[config.mk]
export PLATFORM = sky130hd
export DESIGN_NAME = resistive_touch_scan_sequencer
export DESIGN_NICKNAME = d
export VERILOG_FILES = /design/src/hdl/two_flop_sync.v /design/src/hdl/resistive_touch_scan_sequencer.v
export VERILOG_INCLUDE_DIRS = /design/src /design/src/hdl
export SDC_FILE = /design/constraint.sdc
export NUM_CORES = 1
export LEC_CHECK = 0
export BUFFER_PORTS_ARGS = -buffer_cell sky130_fd_sc_hd__buf_2
export CAP_MARGIN = 15
export CORE_ASPECT_RATIO = 0.7
export CORE_MARGIN = 5
export CORE_UTILIZATION = 52
export DETAILED_ROUTE_END_ITERATION = 6
export GPL_TIMING_DRIVEN = 0
export PLACE_DENSITY = 0.87
export SLEW_MARGIN = 5
export SYNTH_ARGS = -nofsm -noshare
export SYNTH_HDL_FRONTEND = slang
export SYNTH_HIERARCHICAL = 1
export SYNTH_SLANG_ARGS = --single-unit
export TNS_END_PERCENT = 30
[constraint.sdc]
create_clock -name clk_sys -period 1.75 [get_ports clk_sys]
set_input_delay 0.175 -clock clk_sys [delete_from_list [all_inputs] [get_ports clk_sys]]
set_output_delay 0.175 -clock clk_sys [all_outputs]
set_load 0.02 [all_outputs]
[src/hdl/touch_scan_regs.vh]
`ifndef TOUCH_SCAN_REGS_VH
`define TOUCH_SCAN_REGS_VH

// switch pattern bit positions on panel_drive_pins
`define SW_ONE_BIT 0
`define SW_TWO_BIT 1
`define SW_THREE_BIT 2
`define SW_FOUR_BIT 3

// switch patterns, bit set = switch conducting
`define PAT_IDLE 4'h1
`define PAT_X 4'hA
`define PAT_Y 4'h5

// analog channel numbers
`define X_SENSE_CHANNEL 3'h1
`define Y_SENSE_CHANNEL 3'h0

// sample width
`define COORD_W 10

// settle counter width, and a settle count constant left unused; settle_r resets to zero
`define SETTLE_W 16
`define SETTLE_RESET 16'h0040

`endif

[src/hdl/two_flop_sync.v]
`timescale 1ns/1ps
`default_nettype none
module two_flop_sync (
   // clock and reset
   input wire clk_sys,
   input wire rst_n,
   // level in and out
   input wire d,
   output reg q
);
   reg meta_r;

   always @(posedge clk_sys or negedge rst_n) begin
      if (!rst_n) begin
         meta_r <= 1'b1;
         q <= 1'b1;
      end else begin
         meta_r <= d;
         q <= meta_r;
      end
   end
endmodule
`default_nettype wire

[src/hdl/resistive_touch_scan_sequencer.v]
`timescale 1ns/1ps
`default_nettype none
`include "touch_scan_regs.vh"
// Function
// - In idle, switch one conducts and switches two, three and four are off.
// - A low touch interrupt level starts a coordinate scan.
// - The X phase turns switches two and four on and one and three off.
// - The X phase converts the X sense channel and captures the result.
// - After the X sample, switches two and four go off and one and three on for Y.
// - The Y phase converts the Y sense channel and captures the result.
// - After both samples the idle pattern returns and the next touch is awaited.
// - The panel uses one interrupt input and four drive output lines.
// - Each coordinate is held as a 10-bit conversion result.
module resistive_touch_scan_sequencer (
   // clock and reset
   input wire clk_sys,
   input wire reset_n,
   // touch panel
   input wire touch_irq_in,
   output reg [3:0] panel_drive_pins,
   // converter
   output reg adc_start,
   output reg [2:0] adc_channel,
   input wire adc_done,
   input wire [`COORD_W-1:0] adc_result,
   // configuration
   input wire [`SETTLE_W-1:0] settle_count,
   // results
   output reg [`COORD_W-1:0] x_coord,
   output reg [`COORD_W-1:0] y_coord,
   output reg coord_valid,
   output reg scan_busy
);
   localparam [2:0] ST_IDLE = 3'h0;
   localparam [2:0] ST_X_SETTLE = 3'h1;
   localparam [2:0] ST_X_CONV = 3'h2;
   localparam [2:0] ST_Y_SETTLE = 3'h3;
   localparam [2:0] ST_Y_CONV = 3'h4;

   reg rst_meta_r;
   reg rst_sync_r;
   wire rst_n;
   wire irq_sync;
   reg [2:0] state_r;
   reg [2:0] state_nxt;
   reg [`SETTLE_W-1:0] settle_r;
   reg [`SETTLE_W-1:0] settle_nxt;
   reg [3:0] pins_nxt;
   reg start_nxt;
   reg [2:0] channel_nxt;
   reg [`COORD_W-1:0] x_nxt;
   reg [`COORD_W-1:0] y_nxt;
   reg valid_nxt;
   reg busy_nxt;
   wire settle_zero;
   wire touch_seen;

   // reset enters asynchronously, releases through two flops
   always @(posedge clk_sys or negedge reset_n) begin
      if (!reset_n) begin
         rst_meta_r <= 1'b0;
         rst_sync_r <= 1'b0;
      end else begin
         rst_meta_r <= 1'b1;
         rst_sync_r <= rst_meta_r;
      end
   end
   assign rst_n = rst_sync_r;

   // the irq pin is asynchronous to clk_sys
   two_flop_sync u_irq_sync (
      .clk_sys(clk_sys),
      .rst_n(rst_n),
      .d(touch_irq_in),
      .q(irq_sync)
   );

   assign settle_zero = (settle_r == {`SETTLE_W{1'b0}});
   assign touch_seen = !irq_sync;

   // every register except adc_start and coord_valid holds unless a branch below moves it
   always @* begin
      state_nxt = state_r;
      settle_nxt = settle_r;
      pins_nxt = panel_drive_pins;
      start_nxt = 1'b0;
      channel_nxt = adc_channel;
      x_nxt = x_coord;
      y_nxt = y_coord;
      valid_nxt = 1'b0;
      busy_nxt = scan_busy;
      case (state_r)
         ST_IDLE: begin
            pins_nxt = `PAT_IDLE;
            busy_nxt = 1'b0;
            if (touch_seen) begin
               pins_nxt = `PAT_X;
               settle_nxt = settle_count;
               busy_nxt = 1'b1;
               state_nxt = ST_X_SETTLE;
            end
         end
         ST_X_SETTLE: begin
            // the panel is an RC load; converting before it settles gives skewed reads
            if (settle_zero) begin
               channel_nxt = `X_SENSE_CHANNEL;
               start_nxt = 1'b1;
               state_nxt = ST_X_CONV;
            end else begin
               settle_nxt = settle_r - 1'b1;
            end
         end
         ST_X_CONV: begin
            // irq is ignored in every scan state
            if (adc_done) begin
               x_nxt = adc_result;
               pins_nxt = `PAT_Y;
               settle_nxt = settle_count;
               state_nxt = ST_Y_SETTLE;
            end
         end
         ST_Y_SETTLE: begin
            if (settle_zero) begin
               channel_nxt = `Y_SENSE_CHANNEL;
               start_nxt = 1'b1;
               state_nxt = ST_Y_CONV;
            end else begin
               settle_nxt = settle_r - 1'b1;
            end
         end
         ST_Y_CONV: begin
            if (adc_done) begin
               y_nxt = adc_result;
               pins_nxt = `PAT_IDLE;
               valid_nxt = 1'b1;
               busy_nxt = 1'b0;
               state_nxt = ST_IDLE;
            end
         end
         default: begin
            pins_nxt = `PAT_IDLE;
            busy_nxt = 1'b0;
            state_nxt = ST_IDLE;
         end
      endcase
   end

   always @(posedge clk_sys or negedge rst_n) begin
      if (!rst_n) begin
         state_r <= ST_IDLE;
      end else begin
         state_r <= state_nxt;
      end
   end

   always @(posedge clk_sys or negedge rst_n) begin
      if (!rst_n) begin
         settle_r <= {`SETTLE_W{1'b0}};
      end else begin
         settle_r <= settle_nxt;
      end
   end

   always @(posedge clk_sys or negedge rst_n) begin
      if (!rst_n) begin
         panel_drive_pins <= `PAT_IDLE;
      end else begin
         panel_drive_pins <= pins_nxt;
      end
   end

   always @(posedge clk_sys or negedge rst_n) begin
      if (!rst_n) begin
         adc_start <= 1'b0;
      end else begin
         adc_start <= start_nxt;
      end
   end

   always @(posedge clk_sys or negedge rst_n) begin
      if (!rst_n) begin
         adc_channel <= `X_SENSE_CHANNEL;
      end else begin
         adc_channel <= channel_nxt;
      end
   end

   always @(posedge clk_sys or negedge rst_n) begin
      if (!rst_n) begin
         x_coord <= {`COORD_W{1'b0}};
      end else begin
         x_coord <= x_nxt;
      end
   end

   always @(posedge clk_sys or negedge rst_n) begin
      if (!rst_n) begin
         y_coord <= {`COORD_W{1'b0}};
      end else begin
         y_coord <= y_nxt;
      end
   end

   always @(posedge clk_sys or negedge rst_n) begin
      if (!rst_n) begin
         coord_valid <= 1'b0;
      end else begin
         coord_valid <= valid_nxt;
      end
   end

   always @(posedge clk_sys or negedge rst_n) begin
      if (!rst_n) begin
         scan_busy <= 1'b0;
      end else begin
         scan_busy <= busy_nxt;
      end
   end
endmodule
`default_nettype wire

# Word-level counts from Yosys, hierarchy flattened
# Cells that the tools add are included.
word_totals:
  reg_bits: 53
  input_bits: 30
  wordCells: 63
op_classes:
  addsub: 1
  eq_ne: 10
  mux: 24
  bitwise_logic: 2
  reduce_logical: 13
ops:
  columns: ["cell", "count"]
  rows:
  - ["16-bit two-way mux", 3]
  - ["16-bit one-hot mux with 3 select lines", 1]
  - ["3-bit two-way mux", 7]
  - ["16-bit zero test", 1]
  - ["4-bit one-hot mux with 4 select lines", 1]
  - ["16-bit by 1-bit subtractor with 16-bit output, second input constant", 1]
  - ["3-bit one-hot mux with 5 select lines", 1]
  - ["4-bit two-way mux", 3]
  - ["2-bit != test, second input constant", 6]
  - ["3-bit by 2-bit == test with 1-bit output, second input constant", 2]
  - ["1-bit two-way mux", 6]
  - ["3-bit one-hot mux with 2 select lines", 1]
  - ["2-bit AND reduction", 3]
  - ["3-bit AND reduction", 2]
  - ["5-bit AND reduction", 1]
  - ["4-bit AND reduction", 1]
  - ["3-bit by 1-bit == test with 1-bit output, second input constant", 1]
  - ["3-bit == test, second input constant", 1]
  - ["3-bit zero test", 1]
  - ["1-bit one-hot mux with 3 select lines", 1]
  - ["3-bit nonzero test", 1]
  - ["3-bit OR reduction", 1]
  - ["1-bit NOT", 2]
  - ["2-bit nonzero test", 1]
  - ["2-bit OR reduction", 1]

# Longest topological paths before layout
logic_depth:
  depth_word: 4
  depth_mapped: 9
  depth_no_buf: 8

# By module
# Netlist, hierarchy kept.
by_module_without_submodules:
  columns: ["mod", "instances", "cells_each", "area_each_um2"]
  rows:
  - ["resistive_touch_scan_sequencer", 1, 218, 2284.7]
  - ["two_flop_sync", 1, 2, 52.6]

# Worst setup path after synthesis
# No wires, ideal clock.
synth_path:
  kind: "register to register"
  startpoint: "register settle_r[0]"
  endpoint: "register settle_r[12]"
  t_arrival_ps: 1994
  t_required_ps: 1618
  slack_ps: -376
  path_stages_with_launch: 8
  n_path_buf: 1
  period_less_slack_ps: 2126
  path_cell_list: "dfrtp_1 > inv_1 > ha_1 > or4b_4 > buf_6 > or4_4 > o311ai_1 > o21ai_1"
synth_via:
  elab_chain_cells: 3
  word_cells_on_any_way: 6
  classes_between: "add/sub (1); eq/ne (1); mux (2); reduce/logical (2)"
synth_rtl:
  columns: ["element", "line_no", "rtl"]
  rows:
  - ["start: declaration", "resistive_touch_scan_sequencer.v:46", "reg [`SETTLE_W-1:0] settle_r;"]
  - ["start signal: assignment", "resistive_touch_scan_sequencer.v:158", "settle_r <= {`SETTLE_W{1'b0}};"]
  - ["start signal: assignment", "resistive_touch_scan_sequencer.v:160", "settle_r <= settle_nxt;"]
  - ["16-bit by 1-bit subtractor with 16-bit output or 16-bit zero test (tied branches)", "resistive_touch_scan_sequencer.v:110, resistive_touch_scan_sequencer.v:128, resistive_touch_scan_sequencer.v:78", null]
  - ["16-bit two-way mux or 2-bit != test (tied branches)", null, null]
  - ["16-bit one-hot mux with 3 select lines or 4-bit AND reduction (tied branches)", null, null]
# Several ways; a longest one is shown, not always the timed one. The select of a mux whose other input is x is not followed.
# A chain may end at the register's enable or synchronous reset.

# Worst setup path after layout
layout_path:
  startpoint: "register settle_r[1]"
  endpoint: "register settle_r[14]"
# Same word-level chain as after synthesis.

==> flow_metrics.py <==
metrics = {
    "run_status": {
        "outcome": "complete, but fails checks",
        "violations": "negative setup slack",
    },
    "routing": {
        "drt_iter0_markers": 224,
        "num_vias": 2080,
        "finalWirelength_um": 5980,
        "via_per_inst": 5.88,
        "antenna_left": 0,
        "drcViolationCount": 0,
        "dr.pass1.iters": 5,
        "wl_per_cell_um": 16.9,
    },
    "logic_synthesis": {
        "netlist.area_leader.share_pct": 49.3,
        "ys.flop_type": "dfrtp_1",
        "ys_seq_elements": 50,
        "yosysSeqAreaShare_pct": 53.7,
        "yosys_warnings": 6,
        "syn_avg_cell_area_sq_um": 10.6,
        "yosys.cell_types.count": 47,
        "synthArstFlopShare_pct": 100,
        "synth_edf_count": 0,
        "yosys-top-cells-area": "dfrtp_1, mux2_2, o21ai_0, dfstp_2, a21oi_1",
        "netlist_instances": 220,
        "synth_top_area_cell": "dfrtp_1",
        "syn_area_sq_mm": 0.00234,
    },
    "grt": {
        "grt_overflow_total": 0,
        "track_usage_pct": 20.4,
        "grt_pass1_wl_um": 9660,
        "grt_max_degree": 41,
        "grt_pass1_vias": 1988,
        "antenna_found_initial": 0,
    },
    "sta": {
        "slew_headroom_pct": 54.4,
        "finClkSkew_ns": 0.0100,
        "rsz0062_at_grt": "yes",
        "worst_slew_pin_slew_ns": 0.678,
        "maxSlewViolCount": 0,
        "hold_ws_ns": 0.112,
        "min_period_ns": 2.26,
        "hold_viol": 0,
        "setup_viol": 21,
        "setup-tns-final_ns": -8.50,
        "fmax_mhz": 442,
        "period_share_pct": 129,
        "setup_slack_ns": -0.514,
    },
    "cts": {
        "cts_buffer_depth": 2,
        "htreeDepth": 2,
        "cts_root_buffer": "clkbuf_8",
        "cts_buffers": 5,
        "clock_latency_ns": 0.30,
        "clk_pin_slew_ns": 0.09,
        "cts_tree": "done",
        "cts_sinks": 50,
    },
    "job": {
        "drv_cap": 0,
    },
    "cells_and_area": {
        "diodes": 0,
        "fin_area_sq_mm": 0.00304,
        "multi_input_comb_area_sq_mm": 0.00107,
        "area_growth_pct": 30.0,
        "nets": 329,
        "nFillCells": 304,
        "final_core_util_pct": 69.8,
        "ff_latch_area_sq_mm": 0.00126,
        "fin_cells": 354,
        "drive_gt1_share_pct": 44.8,
    },
    "die": {
        "initial_core_util_pct": 53.7,
        "dieArea_sq_mm": 0.00596,
        "num_rows": 20,
        "die_h_um": 66.1,
        "die_w_um": 90.1,
        "io_pins": 60,
        "core_area_sq_mm": 0.00435,
    },
    "critical_path": {
        "crit_path_cell_trace": "inv_2, ha_4, or4b_4, buf_4, or4_4, nor2_4, a22o_1, a32o_1",
        "slowest_delay_ns": 0.50,
        "crit_type": "register to register",
        "crit_fanout": 4,
        "endpoint_kind": "register",
        "arrival_ns": 2.51,
        "cpMaxStageDelayCell": "or4b_4",
        "crit_required_ns": 2.00,
        "worstSetupStartpointType": "register",
    },
    "pwr": {
        "power_frac_seq_pct": 47.5,
        "vdd_drop_max_uv": 651,
        "p_int_mw": 2.29,
        "p_leak_nw": 1.43,
        "powerDensity_mw_per_mm2": 1140,
        "p_total_mw": 3.47,
        "power_frac_comb_pct": 29.1,
        "p_sw_share_pct": 34.1,
        "p_switching_mw": 1.18,
        "power.share.clock_pct": 23.4,
    },
    "placed_design": {
        "place_inst": 334,
        "routabilityCongestion": 0.866,
        "portBuffers": 57,
        "hpwl_um": 3990,
        "dpl_cell_area_sq_mm": 0.00273,
        "place_ws_ns": -0.531,
    },
    "hold_path": {
        "hold_class": "input pin to register",
    },
}
==> layout by cell type (no fill, tap or decap), types with 4 or more instances in the layout <==
cell / n
buf_2: 57
dfrtp_1: 44
mux2_2: 20
a21oi_1: 17
nor2_1: 16
buf_4: 13
nand2_1: 13
o21ai_0: 11
o21ai_1: 10
nor3_1: 6
nand3_1: 6
a22oi_1: 5
o21ai_2: 5
clkbuf_8: 5
inv_1: 4
buf_6: 4
dfstp_2: 4
==> sequential cells by signal, summed over array words and instances, names as in the netlist <==
register           flops
state_r                3
y_coord               10
u_irq_sync/q           1
adc_start              1
settle_r              16
adc_channel            1
coord_valid            1
u_irq_sync/meta_r      1
rst_meta_r             1
rst_n                  1
panel_drive_pins       3
x_coord               10
scan_busy              1
==> what timing repair did <==
action / CTS / global route
setup buffers: 9 / 2
hold endpoints to repair: 3 / 0
pin swaps: 6 / 12
hold buffers: 2 / 0
gates cloned: 1 / 0
setup endpoints to repair: 40 / 40
gates resized for setup: 18 / 27
==> Yosys cell counts, drive strengths merged (3+ instances only) <==
cell type  number
nor2           18
buf             8
mux2           20
o21ai          26
nand3           6
and3            3
a21oi          19
a22oi           5
nor3            7
nor4            3
nand2          13
clkbuf          5
dfstp           4
dfrtp          46
inv             8
==> power by group through the flow <==
| stage | logic, mW | registers [mW] | clock network [mW] |
|---|---|---|---|
| 6_report | 1.01 | 1.65 | 0.811 |
| 3_3_place_gp | 0.743 | 1.63 | 0 |
| 5_1_grt | 1.12 | 1.68 | 0.855 |
| 3_5_place_dp | 0.805 | 1.63 | 0 |
| 4_1_cts | 0.914 | 1.62 | 0.815 |
| 2_1_floorplan | 0.518 | 1.66 | 0 |
==> layer usage <==
metal / routed length, um / GRT usage (%)
met1: 2560 / 26.9
met2: 2770 / 32.6
met3: 477 / 5.12
met4: 164 / 7.81
met5: 0 / 0
==> worst max-delay path: cells and delay by family (launching register included) <==
family,cells,cell delay (ns)
compound gates,2,0.29
fa+ha+maj,1,0.13
buf+inv,2,0.26
flops,1,0.42
simple gates,3,1.13
==> worst paths after layout <==
path / from / end / slack, ns / cells past startpoint
setup reg to reg: settle_r[1]$_DFFE_PN0P_ / settle_r[14]$_DFFE_PN0P_ / -0.51 / 8
hold reg to reg: rst_n$_DFF_PN0_ / settle_r[12]$_DFFE_PN0P_ / 0.12 / 0
max in group asynchronous: rst_n$_DFF_PN0_ / adc_channel[0]$_DFFE_PN1P_ / 1.10 / 1
setup / recovery: settle_r[1]$_DFFE_PN0P_ / settle_r[14]$_DFFE_PN0P_ / -0.51 / 8
min in group asynchronous: rst_n$_DFF_PN0_ / settle_r[12]$_DFFE_PN0P_ / 0.12 / 0
hold / removal: adc_result[4] / y_coord[4]$_DFFE_PN0P_ / 0.11 / 2
==> area by class of cell <==
cell class	count	share of cell area, %
Tap cell	55	2.27
Clock inverter	2	1.24
Clock buffer	6	2.39
Multi-Input combinational cell	150	35.2
Inverter	8	1.15
Buffer	12	2.55
Timing Repair Buffer	71	13.8
Sequential cell	50	41.4
==> cell families after synthesis <==
kind of cell,synth area share (%)
other,0.321
buffers and inverters,4.44
flip-flops,53.7
adder cells (fa/ha/maj),0.535
AO/OA/AOI/OAI,16.6
XOR/XNOR,0.375
AND/OR/NAND/NOR,13.9
multiplexers,10.1
No activity file was read; power rests on OpenSTA's default activity.
